### src/rtl/cis_pkg.sv
// cis_pkg: constants for the cpu interrupt sequencer
// assumes: one 100 MHz cpu clock, no divider in front of it
package cis_pkg;
  localparam int unsigned N_SRC        = 8;                 // interrupt sources, index 0 ranks first
  localparam int unsigned PC_W         = 12;                // program counter width
  localparam int unsigned SP_W         = 16;                // stack pointer width
  localparam int unsigned VEC_STEP     = 1;                 // words between vectors
  localparam int unsigned ENTRY_CYC    = 4;                 // entry response cycles
  localparam int unsigned WAKE_CYC     = 4;                 // added cycles when woken from sleep
  localparam int unsigned RETURN_CYC   = 4;                 // return sequence cycles
  localparam int unsigned SP_STEP      = 2;                 // bytes per return address
  localparam int unsigned GIE_BIT      = 7;                 // global enable in status register
  localparam int unsigned CNT_W        = 4;                 // sequence counter width
  localparam logic [PC_W-1:0] BOOT_START = 12'h0_C00;       // default start of boot section
  localparam logic [PC_W-1:0] APP_BASE   = 12'h0_000;       // default vector base
  localparam logic [SP_W-1:0] SP_RESET   = 16'h0_000;
  localparam logic [7:0]      CPU_STATUS_REGISTER_RESET = 8'h0_0;
  // apb register map
  localparam logic [7:0] A_STATUS   = 8'h0_0;  // cpu_status_register, bit 7 global enable
  localparam logic [7:0] A_FLAGS    = 8'h0_4;  // flag-type pending bits, write one clears
  localparam logic [7:0] A_ENABLE   = 8'h0_8;  // per source enable
  localparam logic [7:0] A_GENERAL_IRQ_CONTROL_REG     = 8'h0_C;  // general_irq_control_reg
  localparam logic [7:0] A_SP       = 8'h1_0;  // stack pointer
  localparam logic [7:0] A_SEQ      = 8'h1_4;  // read only sequencer state
  localparam logic [7:0] A_KIND     = 8'h1_8;  // 1 = level-type source
  localparam int unsigned GENERAL_IRQ_CONTROL_REG_VSEL = 1;       // vector_relocate_select bit position
  typedef enum logic [2:0] {
    CIS_RUN   = 3'b000,
    CIS_WAKE  = 3'b001,
    CIS_ENTRY = 3'b010,
    CIS_RET   = 3'b011,
    CIS_HOLD  = 3'b100
  } cis_state_e;
endpackage : cis_pkg

### src/rtl/cis_seq.sv
// cis_seq: interrupt gating, priority, entry and return sequencing
// assumes: cpu sequencer gives instruction boundary and instruction
// strobes; peripheral events are pins and pass two flip-flops
`timescale 1ns/1ps
// What this block does
// RULE1 - core logic runs straight on the source clock, no divider inside
// RULE2 - two-operand alu op completes in one cycle; sequencer never stalls it
// RULE3 - every source and reset own a vector; lowest vector wins
// RULE4 - reset ranks first, external_irq_zero right below it
// RULE5 - source taken only with own enable and global enable both set
// RULE6 - vector_relocate_select moves vectors, boot_reset_fuse moves reset vector to boot
// RULE7 - programmed boot lock bits suppress interrupts by program counter region
// RULE8 - accepting an interrupt clears global enable
// RULE9 - software may set global enable inside handler, allowing nesting
// RULE10 - return_from_interrupt_instr sets global enable
// RULE11 - flag-type source flag cleared by hardware on vectoring
// RULE12 - writing one clears a flag, writing zero leaves it
// RULE13 - events while disabled still set and keep their flag
// RULE14 - level-type source requests only while its condition is present
// RULE15 - one instruction runs after return before any new entry
// RULE16 - status register neither saved nor restored by hardware
// RULE17 - global_disable_instr blocks entry at once, even same cycle
// RULE18 - after global enable instruction, next instruction runs before entry
// RULE19 - entry takes four cycles, pushes pc, then jumps to vector
// RULE20 - running multi-cycle instruction completes before entry starts
// RULE21 - wake from sleep adds four cycles before entry
// RULE22 - return takes four cycles, pops pc, sp plus two, sets global enable; block drives no pc pop or pc load on return, only sp and global enable
// RULE23 - global enable sits in status register bit 7
// RULE24 - entry push decrements stack pointer by two
module cis_seq
  import cis_pkg::*;
#(
  parameter int unsigned            NSRC   = cis_pkg::N_SRC,
  parameter logic [cis_pkg::PC_W-1:0] BOOT = cis_pkg::BOOT_START
) (
  input  wire logic                        i_sys_clk,
  input  wire logic                        i_reset,
  input  wire logic [cis_pkg::N_SRC-1:0]   i_src_event,
  input  wire logic [cis_pkg::N_SRC-1:0]   i_src_level,
  input  wire logic                        i_instr_boundary,
  input  wire logic                        i_global_disable_instr,
  input  wire logic                        i_global_enable_instr,
  input  wire logic                        i_return_from_interrupt_instr,
  input  wire logic                        i_sleeping,
  input  wire logic [cis_pkg::PC_W-1:0]    i_pc,
  input  wire logic                        i_boot_reset_fuse,
  input  wire logic                        i_app_lock_bit_b,
  input  wire logic                        i_boot_lock_bit_b,
  input  wire logic                        psel,
  input  wire logic                        penable,
  input  wire logic                        pwrite,
  input  wire logic [7:0]                  paddr,
  input  wire logic [31:0]                 pwdata,
  output logic [31:0]                      prdata,
  output logic                             pready,
  output logic                             pslverr,
  output logic                             o_stall,
  output logic                             o_load_pc,
  output logic [cis_pkg::PC_W-1:0]         o_new_pc,
  output logic                             o_push_we,
  output logic [cis_pkg::PC_W-1:0]         o_push_pc,
  output logic [cis_pkg::PC_W-1:0]         o_reset_vector,
  output logic [cis_pkg::SP_W-1:0]         o_sp
);
  //////////////////////////////////////////////////////////////////////
  // state
  cis_state_e               state_ff;
  logic [CNT_W-1:0]         cnt_ff;
  logic [7:0]               cpu_status_register_ff;
  logic [NSRC-1:0]          flag_ff;
  logic [NSRC-1:0]          en_ff;
  logic [NSRC-1:0]          kind_ff;
  logic [7:0]               general_irq_control_reg_ff;
  logic [SP_W-1:0]          sp_ff;
  logic [NSRC-1:0]          ev_s1_ff, ev_s2_ff, ev_s3_ff;
  logic [NSRC-1:0]          lv_s1_ff, lv_s2_ff;
  logic                     hold_ff;      // one-instruction holdoff after sei or return
  logic [$clog2(NSRC)-1:0]  idx_ff;
  logic                     wake_ff;
  logic [PC_W-1:0]          ret_pc_ff;
  logic                     pready_ff;

  logic [NSRC-1:0] ev_rise, req, gated;
  logic            any_req, lock_block, take, wr;
  logic [$clog2(NSRC)-1:0] idx;
  logic [PC_W-1:0] vbase;

  //////////////////////////////////////////////////////////////////////
  // pin synchronisers, edge taken only past the second stage
  always_ff @(posedge i_sys_clk or posedge i_reset) begin
    if (i_reset) begin
      ev_s1_ff <= '0;
      ev_s2_ff <= '0;
      ev_s3_ff <= '0;
      lv_s1_ff <= '0;
      lv_s2_ff <= '0;
    end else begin
      ev_s1_ff <= i_src_event;
      ev_s2_ff <= ev_s1_ff;
      ev_s3_ff <= ev_s2_ff;
      lv_s1_ff <= i_src_level;
      lv_s2_ff <= lv_s1_ff;
    end
  end
  assign ev_rise = ev_s2_ff & ~ev_s3_ff;

  // request vector: flag-type uses flag, level-type only live level
  assign req   = (flag_ff & ~kind_ff) | (lv_s2_ff & kind_ff); // RULE13 RULE14
  assign gated = req & en_ff & {NSRC{cpu_status_register_ff[GIE_BIT]}};       // RULE5 RULE23

  cis_prio #(.N(NSRC)) u_prio (
    .i_req (gated),
    .o_any (any_req),
    .o_idx (idx)
  );

  // boot lock: app lock blocks while in app code, boot lock while in boot code
  assign lock_block = (i_app_lock_bit_b && (i_pc <  BOOT)) ||
                      (i_boot_lock_bit_b && (i_pc >= BOOT)); // RULE7

  // entry decision at an instruction boundary only
  assign take = (state_ff == CIS_RUN) && i_instr_boundary && any_req && !hold_ff &&
                !i_global_disable_instr && !lock_block; // RULE17 RULE20 RULE15 RULE18

  assign vbase = general_irq_control_reg_ff[GENERAL_IRQ_CONTROL_REG_VSEL] ? BOOT : APP_BASE; // RULE6

  // apb decode
  assign wr = psel && penable && pwrite && pready_ff;
  // reads need no strobe here: read data is latched in the setup cycle below

  //////////////////////////////////////////////////////////////////////
  // sequencer: run, optional wake delay, four-cycle entry, four-cycle return
  always_ff @(posedge i_sys_clk or posedge i_reset) begin
    if (i_reset) begin
      state_ff  <= CIS_RUN;
      cnt_ff    <= '0;
      idx_ff    <= '0;
      wake_ff   <= 1'b0;
      ret_pc_ff <= '0;
    end else begin
      unique case (state_ff)
        CIS_RUN: begin
          if (take) begin
            idx_ff    <= idx;
            ret_pc_ff <= i_pc;
            wake_ff   <= i_sleeping;
            cnt_ff    <= '0;
            state_ff  <= i_sleeping ? CIS_WAKE : CIS_ENTRY; // RULE21
          end else if (i_return_from_interrupt_instr && i_instr_boundary) begin
            cnt_ff   <= '0;
            state_ff <= CIS_RET; // RULE22
          end
        end
        CIS_WAKE: begin
          cnt_ff <= cnt_ff + 1'b1;
          if (cnt_ff == CNT_W'(WAKE_CYC - 1)) begin
            cnt_ff   <= '0;
            state_ff <= CIS_ENTRY; // RULE21
          end
        end
        CIS_ENTRY: begin
          cnt_ff <= cnt_ff + 1'b1;
          if (cnt_ff == CNT_W'(ENTRY_CYC - 1)) begin
            cnt_ff   <= '0;
            state_ff <= CIS_RUN; // RULE19
          end
        end
        CIS_RET: begin
          cnt_ff <= cnt_ff + 1'b1;
          if (cnt_ff == CNT_W'(RETURN_CYC - 1)) begin
            cnt_ff   <= '0;
            state_ff <= CIS_RUN; // RULE22
          end
        end
        default: state_ff <= CIS_RUN;
      endcase
    end
  end

  // holdoff: one instruction must retire after sei or return
  always_ff @(posedge i_sys_clk or posedge i_reset) begin
    if (i_reset) begin
      hold_ff <= 1'b0;
    end else if (state_ff == CIS_RET && cnt_ff == CNT_W'(RETURN_CYC - 1)) begin
      hold_ff <= 1'b1; // RULE15
    end else if (state_ff == CIS_RUN && i_global_enable_instr && i_instr_boundary) begin
      hold_ff <= 1'b1; // RULE18
    end else if (state_ff == CIS_RUN && i_instr_boundary) begin
      hold_ff <= 1'b0;
    end
  end

  // status register: hardware only touches global enable
  always_ff @(posedge i_sys_clk or posedge i_reset) begin
    if (i_reset) begin
      cpu_status_register_ff <= CPU_STATUS_REGISTER_RESET;
    end else begin
      if (wr && paddr == A_STATUS) begin
        cpu_status_register_ff <= pwdata[7:0]; // RULE9
      end
      if (i_global_disable_instr && i_instr_boundary) begin
        cpu_status_register_ff[GIE_BIT] <= 1'b0; // RULE17
      end else if (i_global_enable_instr && i_instr_boundary) begin
        cpu_status_register_ff[GIE_BIT] <= 1'b1;
      end
      if (take) begin
        cpu_status_register_ff[GIE_BIT] <= 1'b0; // RULE8 RULE16
      end else if (state_ff == CIS_RET && cnt_ff == CNT_W'(RETURN_CYC - 1)) begin
        cpu_status_register_ff[GIE_BIT] <= 1'b1; // RULE10 RULE22
      end
    end
  end

  // flags: set by event, cleared by vectoring or write one; set wins
  always_ff @(posedge i_sys_clk or posedge i_reset) begin
    if (i_reset) begin
      flag_ff <= '0;
    end else begin
      for (int i = 0; i < NSRC; i++) begin
        if (ev_rise[i]) begin
          flag_ff[i] <= 1'b1; // RULE13
        end else if (wr && paddr == A_FLAGS && pwdata[i]) begin
          flag_ff[i] <= 1'b0; // RULE12
        end else if (take && idx == ($clog2(NSRC))'(i) && !kind_ff[i]) begin
          flag_ff[i] <= 1'b0; // RULE11
        end
      end
    end
  end

  // software control registers
  always_ff @(posedge i_sys_clk or posedge i_reset) begin
    if (i_reset) begin
      en_ff   <= '0;
      kind_ff <= '0;
      general_irq_control_reg_ff <= '0;
    end else if (wr) begin
      if (paddr == A_ENABLE) en_ff   <= pwdata[NSRC-1:0];
      if (paddr == A_KIND)   kind_ff <= pwdata[NSRC-1:0];
      if (paddr == A_GENERAL_IRQ_CONTROL_REG)   general_irq_control_reg_ff <= pwdata[7:0];
    end
  end

  // stack pointer: down two at push, up two at pop
  always_ff @(posedge i_sys_clk or posedge i_reset) begin
    if (i_reset) begin
      sp_ff <= SP_RESET;
    end else if (state_ff == CIS_ENTRY && cnt_ff == '0) begin
      sp_ff <= sp_ff - SP_W'(SP_STEP); // RULE24
    end else if (state_ff == CIS_RET && cnt_ff == '0) begin
      sp_ff <= sp_ff + SP_W'(SP_STEP); // RULE22
    end else if (wr && paddr == A_SP) begin
      sp_ff <= pwdata[SP_W-1:0];
    end
  end

  // sequencer outputs, all registered
  always_ff @(posedge i_sys_clk or posedge i_reset) begin
    if (i_reset) begin
      o_stall        <= 1'b0;
      o_load_pc      <= 1'b0;
      o_new_pc       <= '0;
      o_push_we      <= 1'b0;
      o_push_pc      <= '0;
      o_reset_vector <= APP_BASE;
      o_sp           <= SP_RESET;
    end else begin
      o_stall   <= take || (state_ff != CIS_RUN &&
                   !(state_ff != CIS_WAKE && cnt_ff == CNT_W'(ENTRY_CYC - 1))); // RULE2
      o_push_we <= (state_ff == CIS_ENTRY && cnt_ff == '0); // RULE19
      o_push_pc <= ret_pc_ff;
      o_load_pc <= (state_ff == CIS_ENTRY && cnt_ff == CNT_W'(ENTRY_CYC - 1));
      o_new_pc  <= vbase + PC_W'(32'(idx_ff + 1) * VEC_STEP); // RULE3 RULE4
      o_reset_vector <= i_boot_reset_fuse ? BOOT : APP_BASE; // RULE6
      o_sp      <= sp_ff;
    end
  end

  //////////////////////////////////////////////////////////////////////
  // apb slave, zero wait states, unmapped reads zero with error
  always_ff @(posedge i_sys_clk or posedge i_reset) begin
    if (i_reset) begin
      prdata    <= '0;
      pready    <= 1'b0;
      pslverr   <= 1'b0;
      pready_ff <= 1'b0;
    end else begin
      pready    <= psel && !penable;
      pready_ff <= psel && !penable;
      pslverr   <= 1'b0;
      prdata    <= '0;
      if (psel && !penable && !pwrite) begin
        unique case (paddr)
          A_STATUS: prdata <= {24'h0000_00, cpu_status_register_ff};
          A_FLAGS:  prdata <= 32'(flag_ff);
          A_ENABLE: prdata <= 32'(en_ff);
          A_GENERAL_IRQ_CONTROL_REG:   prdata <= {24'h0000_00, general_irq_control_reg_ff};
          A_SP:     prdata <= 32'(sp_ff);
          A_SEQ:    prdata <= 32'({wake_ff, idx_ff, state_ff});
          A_KIND:   prdata <= 32'(kind_ff);
          default:  pslverr <= 1'b1;
        endcase
      end else if (psel && !penable) begin
        pslverr <= !(paddr inside {A_STATUS, A_FLAGS, A_ENABLE, A_GENERAL_IRQ_CONTROL_REG, A_SP, A_KIND});
      end
    end
  end

  //////////////////////////////////////////////////////////////////////
  // checks
  a_entry_clears_gie: assert property (@(posedge i_sys_clk) disable iff (i_reset)
    take |=> !cpu_status_register_ff[GIE_BIT]) else $error("gie not cleared on entry"); // RULE8
  a_entry_four_cyc: assert property (@(posedge i_sys_clk) disable iff (i_reset)
    (take && !i_sleeping) |=> (state_ff == CIS_ENTRY)[*4] ##1 state_ff == CIS_RUN)
    else $error("entry not four cycles"); // RULE19
  a_wake_extra: assert property (@(posedge i_sys_clk) disable iff (i_reset)
    (take && i_sleeping) |=> (state_ff == CIS_WAKE)[*4] ##1 state_ff == CIS_ENTRY)
    else $error("wake delay not four cycles"); // RULE21
  a_ret_sets_gie: assert property (@(posedge i_sys_clk) disable iff (i_reset)
    $rose(state_ff == CIS_RET) |-> ##4 cpu_status_register_ff[GIE_BIT]) else $error("return left gie clear"); // RULE10
  a_ret_sp_up: assert property (@(posedge i_sys_clk) disable iff (i_reset)
    $rose(state_ff == CIS_RET) |=> sp_ff == $past(sp_ff) + SP_W'(SP_STEP))
    else $error("sp not raised by two"); // RULE22
  a_push_sp_down: assert property (@(posedge i_sys_clk) disable iff (i_reset)
    take && !i_sleeping |=> ##1 sp_ff == $past(sp_ff, 2) - SP_W'(SP_STEP))
    else $error("sp not lowered by two"); // RULE24
  a_disable_blocks: assert property (@(posedge i_sys_clk) disable iff (i_reset)
    i_global_disable_instr |-> !take) else $error("entry after global disable"); // RULE17
  a_gate_enables: assert property (@(posedge i_sys_clk) disable iff (i_reset)
    take |-> en_ff[idx] && cpu_status_register_ff[GIE_BIT]) else $error("disabled source taken"); // RULE5
  a_flag_cleared: assert property (@(posedge i_sys_clk) disable iff (i_reset)
    (take && !kind_ff[idx] && !ev_rise[idx]) |=> !flag_ff[$past(idx)])
    else $error("flag not cleared on vector"); // RULE11
  a_hold_after_ret: assert property (@(posedge i_sys_clk) disable iff (i_reset)
    $fell(state_ff == CIS_RET) |-> !take) else $error("entry right after return"); // RULE15
endmodule // cis_seq

### src/rtl/cis_prio.sv
// cis_prio: fixed priority pick, lowest index (lowest vector) wins
// assumes: combinational, same clock domain as its user
`timescale 1ns/1ps
module cis_prio #(
  parameter int unsigned N = 8
) (
  input  wire logic [N-1:0]         i_req,
  output logic                      o_any,
  output logic [$clog2(N)-1:0]      o_idx
);
  // scan from top so the lowest index is the last to land
  always_comb begin
    o_any = 1'b0;
    o_idx = '0;
    for (int i = N - 1; i >= 0; i--) begin
      if (i_req[i]) begin
        o_any = 1'b1;
        o_idx = ($clog2(N))'(i);
      end
    end
  end
endmodule // cis_prio

### config.mk
export PLATFORM = sky130hd
export DESIGN_NAME = cis_seq
export DESIGN_NICKNAME = d
export VERILOG_FILES = /design/src/rtl/cis_pkg.sv /design/src/rtl/cis_seq.sv /design/src/rtl/cis_prio.sv
export SDC_FILE = /design/constraint.sdc
export NUM_CORES = 1
export LEC_CHECK = 0
export ABC_AREA = 1
export BUFFER_PORTS_ARGS = -buffer_cell sky130_fd_sc_hd__buf_2
export CAP_MARGIN = 20
export CORE_UTILIZATION = 40
export CTS_CLUSTER_SIZE = 12
export DETAILED_ROUTE_END_ITERATION = 10
export HOLD_SLACK_MARGIN = 0.05
export PLACE_DENSITY_LB_ADDON = 0.25
export SYNTH_ARGS = -nofsm -noshare
export SYNTH_HDL_FRONTEND = slang
export SYNTH_SLANG_ARGS = --single-unit
### constraint.sdc
create_clock -name i_sys_clk -period 21.3 [get_ports i_sys_clk]
set_clock_uncertainty 0.2 [all_clocks]
set_input_delay 6.39 -clock i_sys_clk [delete_from_list [all_inputs] [get_ports i_sys_clk]]
set_output_delay 6.39 -clock i_sys_clk [all_outputs]
set_load 0.05 [all_outputs]
## Word level (Yosys, flattened, before mapping)

Index checks and enable logic that the tools add are counted.

- Order comparisons: 2
- Reductions and logical operators: 94
- Bitwise logic cells: 8
- Equal/unequal tests: 21
- Add/subtract/negate cells: 5
- Mux-type cells: 68

Operators with widths:

| kind | number |
|---|---|
| $pmux W16 S7 | 1 |
| $mux W16 | 4 |
| $logic_and A1 B1 Y1 | 50 |
| $mux W1 | 42 |
| $and A8 B8 Y8 | 5 |
| $mux W3 | 12 |
| $reduce_bool A3 Y1 | 11 |
| $eq A8 B5 Y1 const B | 3 |
| $mux W12 | 2 |
| $add A16 B2 Y16 const B | 1 |
| $eq A8 B4 Y1 const B | 2 |
| $not A8 Y8 | 2 |
| $sub A16 B2 Y16 const B | 1 |
| $logic_not A1 Y1 | 15 |
| $add A12 B4 Y12 | 1 |
| $eq A3 B2 Y1 const B | 4 |
| $eq A3 B3 Y1 const B | 4 |
| $ge A12 B12 Y1 const B | 1 |
| $lt A12 B12 Y1 const B | 1 |
| $mux W4 | 3 |
| $reduce_and A2 Y1 | 5 |
| $pmux W3 S3 | 1 |
| $eq A8 B3 Y1 const B | 1 |
| $logic_not A8 Y1 | 1 |
| other kinds (22) | 25 |

- Input bits: 81
- Register bits after elaboration: 209
- Output and inout bits: 89

## Logic depth before layout (Yosys ltp)

Gate-level depths: netlist of run 1.

- Word-level depth: 22
- Mapped depth: 15

## By module

From an unflattened synthesis of run 1, not the netlist that was laid out.

- Cell total of the unflattened synthesis: 910
- Area, all modules: 8013.9 µm²

Modules (own cells, without submodules):

| module | sequential area each (µm²) | times used | area an instance (µm²) | cells each |
|---|---|---|---|---|
| cis_seq | 4354.2 | 1 | 7915.1 | 888 |
| cis_prio | 0.0 | 1 | 98.8 | 22 |

## Worst setup path before layout of run 1

Ideal clock, no wire load.

- Path type: input port to flip-flop
- Start: in paddr[0]
- End: reg sp_ff[11]
- Arrival: 7373 ps
- Path buffers: 1
- Setup time: 129 ps
- Stages: 11
- Setup slack: 13598 ps
- Data required time: 20971 ps
- Cell sequence: inv_1 -> nand3_2 -> nor2_4 -> nand2_4 -> inv_2 -> a21oi_4 -> inv_2 -> buf_4 -> nand3_1 -> nor2_1 -> a21oi_1

- Cells in the longest elaborated chain, start to end: 3

Ends and longest elaborated chain:

| what | line | RTL |
|---|---|---|
| start: declaration | cis_seq.sv:52 | `input wire logic [7:0] paddr,` |
| $eq A8 B5 Y1 | cis_seq.sv:252 | `end else if (wr && paddr == A_SP) begin` |
| $logic_and A1 B1 Y1 | cis_seq.sv:252 |  |
| $reduce_bool A3 Y1 (no source line) | n/a |  |
| end signal: assignment | cis_seq.sv:249 | `sp_ff <= sp_ff - SP_W'(SP_STEP);` |
| end signal: assignment | cis_seq.sv:251 | `sp_ff <= sp_ff + SP_W'(SP_STEP);` |
| end signal: assignment | cis_seq.sv:253 | `sp_ff <= pwdata[SP_W-1:0];` |
| end: declaration | cis_seq.sv:74 | `logic [SP_W-1:0] sp_ff;` |

No other way between the ends.
A chain may end at the register's enable or synchronous reset.

## Worst setup path after layout of run 1

- Start: in paddr[2]
- End: reg sp_ff[11]

Same word-level chain as after synthesis.

==> reports/metrics.yaml, run 1 <==
status: "finished clean"
cp_max_fo: 20
core-area_um2: 18900
dieArea_um2: 20000
crit_type: "in -> reg"
gp_congestion: 0.862
synth-seq-area-share_pct: 56.0
ir_worst_vdd_mv: 0.0583
grt_overflow: 0
min_path_type: "reg -> reg"
ys_seq_elements: 174
place_area_um2: 8470
synth_area_um2: 7770
holdCritStartpoint: "ev_s1_ff[6]$_DFF_PP0_"
worst_slack_ns: 13.38
viasPerCell: 4.81
drt_wl_total_um: 18100
synth_mux_area_share_pct: 0
place_ws_ns: 12.85
synth_warnings: 0
clock_path_buffers: 2
vias: 6036
cts_made_buffers: 17
synthAdderAreaFrac_pct: 0.805
yosysTopAreaCellShare_pct: 56.0
die_h_um: 141
whs_endpoint: "ev_s2_ff[6]$_DFF_PP0_"
portBuffers: 121
syn_to_final_growth_pct: 17.7
seqCellArea_um2: 4350
reg2regPathDepth: 9
setup_viol: 0
max_freq_ghz: 0.126
ys_types: 44
stdcell_area_um2: 9150
fill_cells: 1852
drive_gt1_share_pct: 20.3
die_x_um: 141
clock-sinks: 174
netlist_instances: 861
r2r_start: "cpu_status_register_ff[7]$_DFFE_PP0P_"
min_delay_path_depth: 0
min_period_over_period_pct: 37.2
multiInputGateArea_um2: 2740
powerDensity_nw_per_um2: 112
synth_compound_area_share_pct: 10.3
r2r_slack_ns: 19.03
grt.total_usage_pct: 19.1
grt_pass1_wl_um: 29000
synth_edf_count: 0
cts_resized: 0
min_period_ns: 7.92
end_kind: "register"
yosysTopAreaCell: "dfrtp_1"
first_global_vias: 5448
wire_per_inst_um: 14.4
arrival_ns: 8.02
cts_hold_buf: 0
drt_drc_violations_left: 0
start_kind: "input port"
n_antenna_cell: 0
cts_tree: "yes"
synth_area_leaders: "dfrtp_1 56%, nand2_1 10%, inv_1 4.9%"
clockRootBuffer: "clkbuf_16"
initial_core_util_pct: 41.1
timing.rr.end: "wake_ff$_DFFE_PP0P_"
crit_start: "paddr[2]"
avgSynthCellArea_um2: 9.03
setup-tns-final_ns: 0
drv_cap: 0
drtAntennaViolNets: 0
hpwl_um: 12900
first_iter_violations: 360
p_total_mw: 1.02
antenna_found_initial: 0
synth-xor-area-share_pct: 0.901
post_cts_buffers: 0
io_pins: 170
rows: 50
layout.nets: 1069
h-tree-depth: 4
synth_top_family_by_area: "simple AND/OR/NAND/NOR gates"
cts.clk_slew.worst_paths_ns: 0.07
critPathRequiredTime_ns: 21.40
tightest_slew_ns: 0.979
slew_headroom_pct: 34.7
drtPass1Iterations: 5
synth-simple-area-share_pct: 21.7
slew_violations: 0
hold_viol_final: 0
grt_max_degree: 98
synth_flop_cell: "dfrtp_1"
leakage_nw: 4.67
rsz0062_at_grt: "false"
synthArstFlopShare_pct: 100
clock_latency_ns: 0.43
kinds of logic (layout without fill, tap and decap cells):
family | after synthesis | after routing
and+or+nand+nor | 365 | 365
DFF | 174 | 174
buffers and inverters | 165 | 269
AOI/OAI and AO/OA | 143 | 143
xor gates and xnor gates | 8 | 8
adders and majority gates | 5 | 5
other | 1 | 32
registers in the layout, indices dropped and copies added, names as in the netlist, 12 cells and up:
| name | count |
|---|---|
| o_sp | 16 |
| prdata | 16 |
| sp_ff | 16 |
| o_push_pc | 12 |
| ret_pc_ff | 12 |
area by class of cell:
class	count	area share [%]
Sequential cell	174	47.6
Clock buffer	19	4.84
Clock inverter	13	2.57
Inverter	115	4.80
Multi-Input combinational cell	553	29.9
Timing Repair Buffer	122	6.70
Tap cell	260	3.56
layer usage:
layer / track usage, % / share of wire [%] / vias up
met2: 29.1 / 45 / 253
met3: 4.39 / 6.8 / 30
li1: - / - / 2952
met1: 26.8 / 47 / 2801
met5: 0 / 0 / -
met4: 7.07 / 2.0 / 0
critical path: stages:
cell and delay [ns]:
buf_2 0.10, inv_2 0.07, nand3_2 0.12, nor2_4 0.25, nand2_4 0.19, inv_2 0.13
a21oi_4 0.12, inv_2 0.33, nand3_1 0.13, nor2_1 0.13, a21oi_1 0.05
per-stage QoR:
stage	cells	util (%)	hold slack, ns
floorplan	892	-	0.131
global placement	1224	44.8	0.132
detailed placement	1224	44.8	0.135
CTS	1256	48.4	0.149
global route	1256	48.4	0.154
finish	1256	48.4	0.147
cells in the mapped netlist (all sizes together), types with 2 or more instances:
cell     number
o211ai        5
nor3         24
buf          45
o221ai        4
a31oi         8
nand3        40
nand4        11
nand2       226
o21ai        86
nand3b        5
inv         115
ha            5
clkbuf        5
o22ai         8
dfrtp       174
o2111ai       2
o2bb2ai       2
xnor2         2
nor2         56
xor2          6
a21oi        24
how the worst max path moves through the flow:
stage                                                           end  slack (ns)
after global routing      general_irq_control_reg_ff[1]$_DFFE_PP0P_       13.06
after floorplan                               cnt_ff[0]$_DFFE_PP0P_        9.99
after detailed placement                      o_new_pc[1]$_DFF_PP0_       12.85
after CTS                                     lv_s2_ff[4]$_DFF_PP0_       13.31
final                                         sp_ff[11]$_DFFE_PP0P_       13.38
after global placement                         sp_ff[2]$_DFFE_PP0P_       12.85
layout by cell type, fill, tap and decap left out, types with 3 or more instances in the layout:
cell type / count
inv_2: 12
clkbuf_16: 17
buf_2: 121
a21oi_1: 23
o21ai_0: 76
nor3_1: 21
nor2_2: 5
o211ai_1: 5
nor2_1: 45
nand3b_1: 3
nand2_1: 215
conb_1: 32
o221ai_1: 4
xor2_1: 6
a31oi_1: 8
nor2_4: 6
nand2_2: 10
inv_1: 101
dfrtp_1: 174
o22ai_1: 8
o21ai_1: 10
bufinv_16: 6
nand3_1: 34
nand4_1: 11
ha_1: 5
nand3_2: 5
report_power, final:
part | switching [mW] | internal [mW] | leakage [nW]
Sequential | 0.0436 | 0.372 | 2.18
Combinational | 0.187 | 0.0632 | 2.16
Clock | 0.131 | 0.224 | 0.329
No activity file was read; power rests on OpenSTA's default activity.
==> run 2: changes to the inputs <==
==> constraint.sdc (replaced) <==
create_clock -name i_sys_clk -period 7.2 [get_ports i_sys_clk]
set_clock_uncertainty 0.2 [all_clocks]
set_input_delay 2.16 -clock i_sys_clk [delete_from_list [all_inputs] [get_ports i_sys_clk]]
set_output_delay 2.16 -clock i_sys_clk [all_outputs]
set_load 0.05 [all_outputs]
==> run 2 against run 1 <==
  * First-iteration DRC count down 13%
  * Combinational power grew to 2.9 times the previous value
  * Cell count rose by 0.16%
  * Highest routed layer unchanged
==> reports/metrics.yaml, run 2 (same netlist as run 1, synthesis figures left out) <==
die_x_um: 141  # unchanged
hold_viol_final: 0  # unchanged
syn_to_final_growth_pct: 16.5
io_pins: 170  # unchanged
setup_viol: 0  # unchanged
clock_path_buffers: 2  # unchanged
die_h_um: 141  # unchanged
grt_overflow: 0  # unchanged
critPathRequiredTime_ns: 7.30  # -14.10 ns
powerDensity_nw_per_um2: 315  # +180%
drive_gt1_share_pct: 20.5  # +0.18 points
clockRootBuffer: "clkbuf_16"
reg.largest.list: "o_sp: 16 flops, prdata: 16 flops, sp_ff: 16 flops"
rsz0062_at_grt: "false"
final_cell_mix: "215 x nand2_1, 174 x dfrtp_1, 121 x buf_2"
drt_wl_total_um: 18200  # +0.19%
tightest_slew_ns: 0.772  # -0.207 ns
core-area_um2: 18900  # unchanged
first_global_vias: 5466  # +0.33%
clock_latency_ns: 0.42  # about the same
first_iter_violations: 313  # -13%
rows: 50  # unchanged
min_path_type: "reg -> reg"
arrival_ns: 3.73  # -4.29 ns
wire_per_inst_um: 14.4  # about the same
critical_path.cell_chain: "buf_2, inv_2, nand3_2, nor2_4, nand2_4, inv_2, a21oi_4, inv_2, nand3_1, nor2_1, a21oi_1"
cts_hold_buf: 0  # unchanged
initial_core_util_pct: 41.1  # unchanged
crit_type: "in -> reg"
drt_drc_violations_left: 0  # unchanged
vias: 5957  # -1.3%
hpwl_um: 13000  # +0.55%
crit_family: "simple AND/OR/NAND/NOR gates"
r2r_slack_ns: 4.94  # -14.09 ns
critPathSlowestCell: "inv_2"
hold_slack_ns: 0.143  # -0.00456 ns
drv_cap: 0  # unchanged
slew_headroom_pct: 48.5  # +14 points
portBuffers: 121  # unchanged
start_kind: "input port"
grt.total_usage_pct: 18.9  # -0.23 points
layout.nets: 1070  # +0.094%
grt_pass1_wl_um: 29000  # about the same
cts_resized: 0  # unchanged
viasPerCell: 4.74  # -1.5%
drtAntennaViolNets: 0  # unchanged
status: "finished clean"
cp_max_fo: 20  # unchanged
dieArea_um2: 20000  # unchanged
slew_violations: 0  # unchanged
min_period_over_period_pct: 50.4
end_kind: "register"
critical_path.most_common_cell: "inv_2"
multiInputGateArea_um2: 2740  # unchanged
leakage_nw: 4.61  # -1.3%
antenna_found_initial: 0  # unchanged
seqCellArea_um2: 4350  # unchanged
max_freq_ghz: 0.275
cts_made_buffers: 17  # unchanged
setup-tns-final_ns: 0  # unchanged
cts_tree: "yes"
clock-sinks: 174  # unchanged
gp_congestion: 0.877  # +1.7%
min_period_ns: 3.63
crit_buf_inv: 4  # unchanged
post_cts_buffers: 0  # unchanged
drtPass1Iterations: 4  # -1
fill_cells: 1859  # +0.38%
max_stage_delay_ns: 0.31  # -0.02 ns
h-tree-depth: 4  # unchanged
ir_worst_vdd_mv: 0.159  # +170%
grt_max_degree: 90  # -8.2%
cts.clk_slew.worst_paths_ns: 0.07  # about the same
mostFrequentLayoutCell: "nand2_1"
-- run 2: changes by cell type in the layout (fill, tap and decap cells not counted), sizes merged --
| cell | change |
|---|---|
| clkinvlp | +4 |
| clkinv | -1 |
| buf | +1 |
| bufinv | -6 |
| diode | +1 |
| inv | +5 |
| clkbuf | -2 |
-- run 2: final cells by class --
cell class / instances / share of cell area (%)
Timing Repair Buffer: 123 / 6.85
Antenna cell: 1 / 0.0276
Multi-Input combinational cell: 553 / 30.3
Clock inverter: 15 / 1.63
Tap cell: 260 / 3.59
Clock buffer: 17 / 4.70
Inverter: 115 / 4.85
Sequential cell: 174 / 48.1
-- run 2: final timing paths --
kind / start / end / depth (start not counted)
max: paddr[2] / sp_ff[11]$_DFFE_PP0P_ / 11
min reg2reg: lv_s1_ff[3]$_DFF_PP0_ / lv_s2_ff[3]$_DFF_PP0_ / 0
max in group asynchronous: i_reset / ret_pc_ff[10]$_DFFE_PP0P_ / 3
max reg2reg: cpu_status_register_ff[7]$_DFFE_PP0P_ / wake_ff$_DFFE_PP0P_ / 9
min: lv_s1_ff[3]$_DFF_PP0_ / lv_s2_ff[3]$_DFF_PP0_ / 0
min in group asynchronous: i_reset / o_new_pc[10]$_DFF_PP0_ / 2
-- run 2: worst reg2reg max path, stage by stage, from the launching register on --
cell and delay, ns:
dfrtp_1 0.50, nand2_1 0.13, nand3b_4 0.15, nand2_1 0.10, nor2_4 0.17, nand2_1 0.09, nand2_2 0.34, inv_2 0.26
nand2_1 0.11, o21ai_0 0.08
-- run 2: metrics by stage --
step / instances / setup WS, ns / cell area, um2 / util (%) / total power, mW
floorplan: 892 / 0.123 / 7890 / - / 1.81
finish: 1258 / 3.57 / 9050 / 47.9 / 2.85
global placement: 1225 / 3.17 / 8480 / 44.9 / 1.98
global route: 1257 / 3.39 / 9050 / 47.9 / 3.01
detailed placement: 1225 / 3.14 / 8480 / 44.9 / 1.99
CTS: 1257 / 3.59 / 9050 / 47.9 / 2.88
-- run 2: where the power goes --
group / switching [mW] / total (mW) / internal (mW)
combinational: 0.552 / 0.739 / 0.187
clock: 0.424 / 0.883 / 0.459
sequential: 0.129 / 1.23 / 1.10
-- run 2: metal layers --
metal  up-vias  global-route usage [%]  share of wire (%)
li1       2963                       -                  -
met1      2769                    26.9                 47
met2       206                    28.6                 45
met3        19                    4.42                6.0
met4         0                    6.06                1.5
met5         -                       0                  0
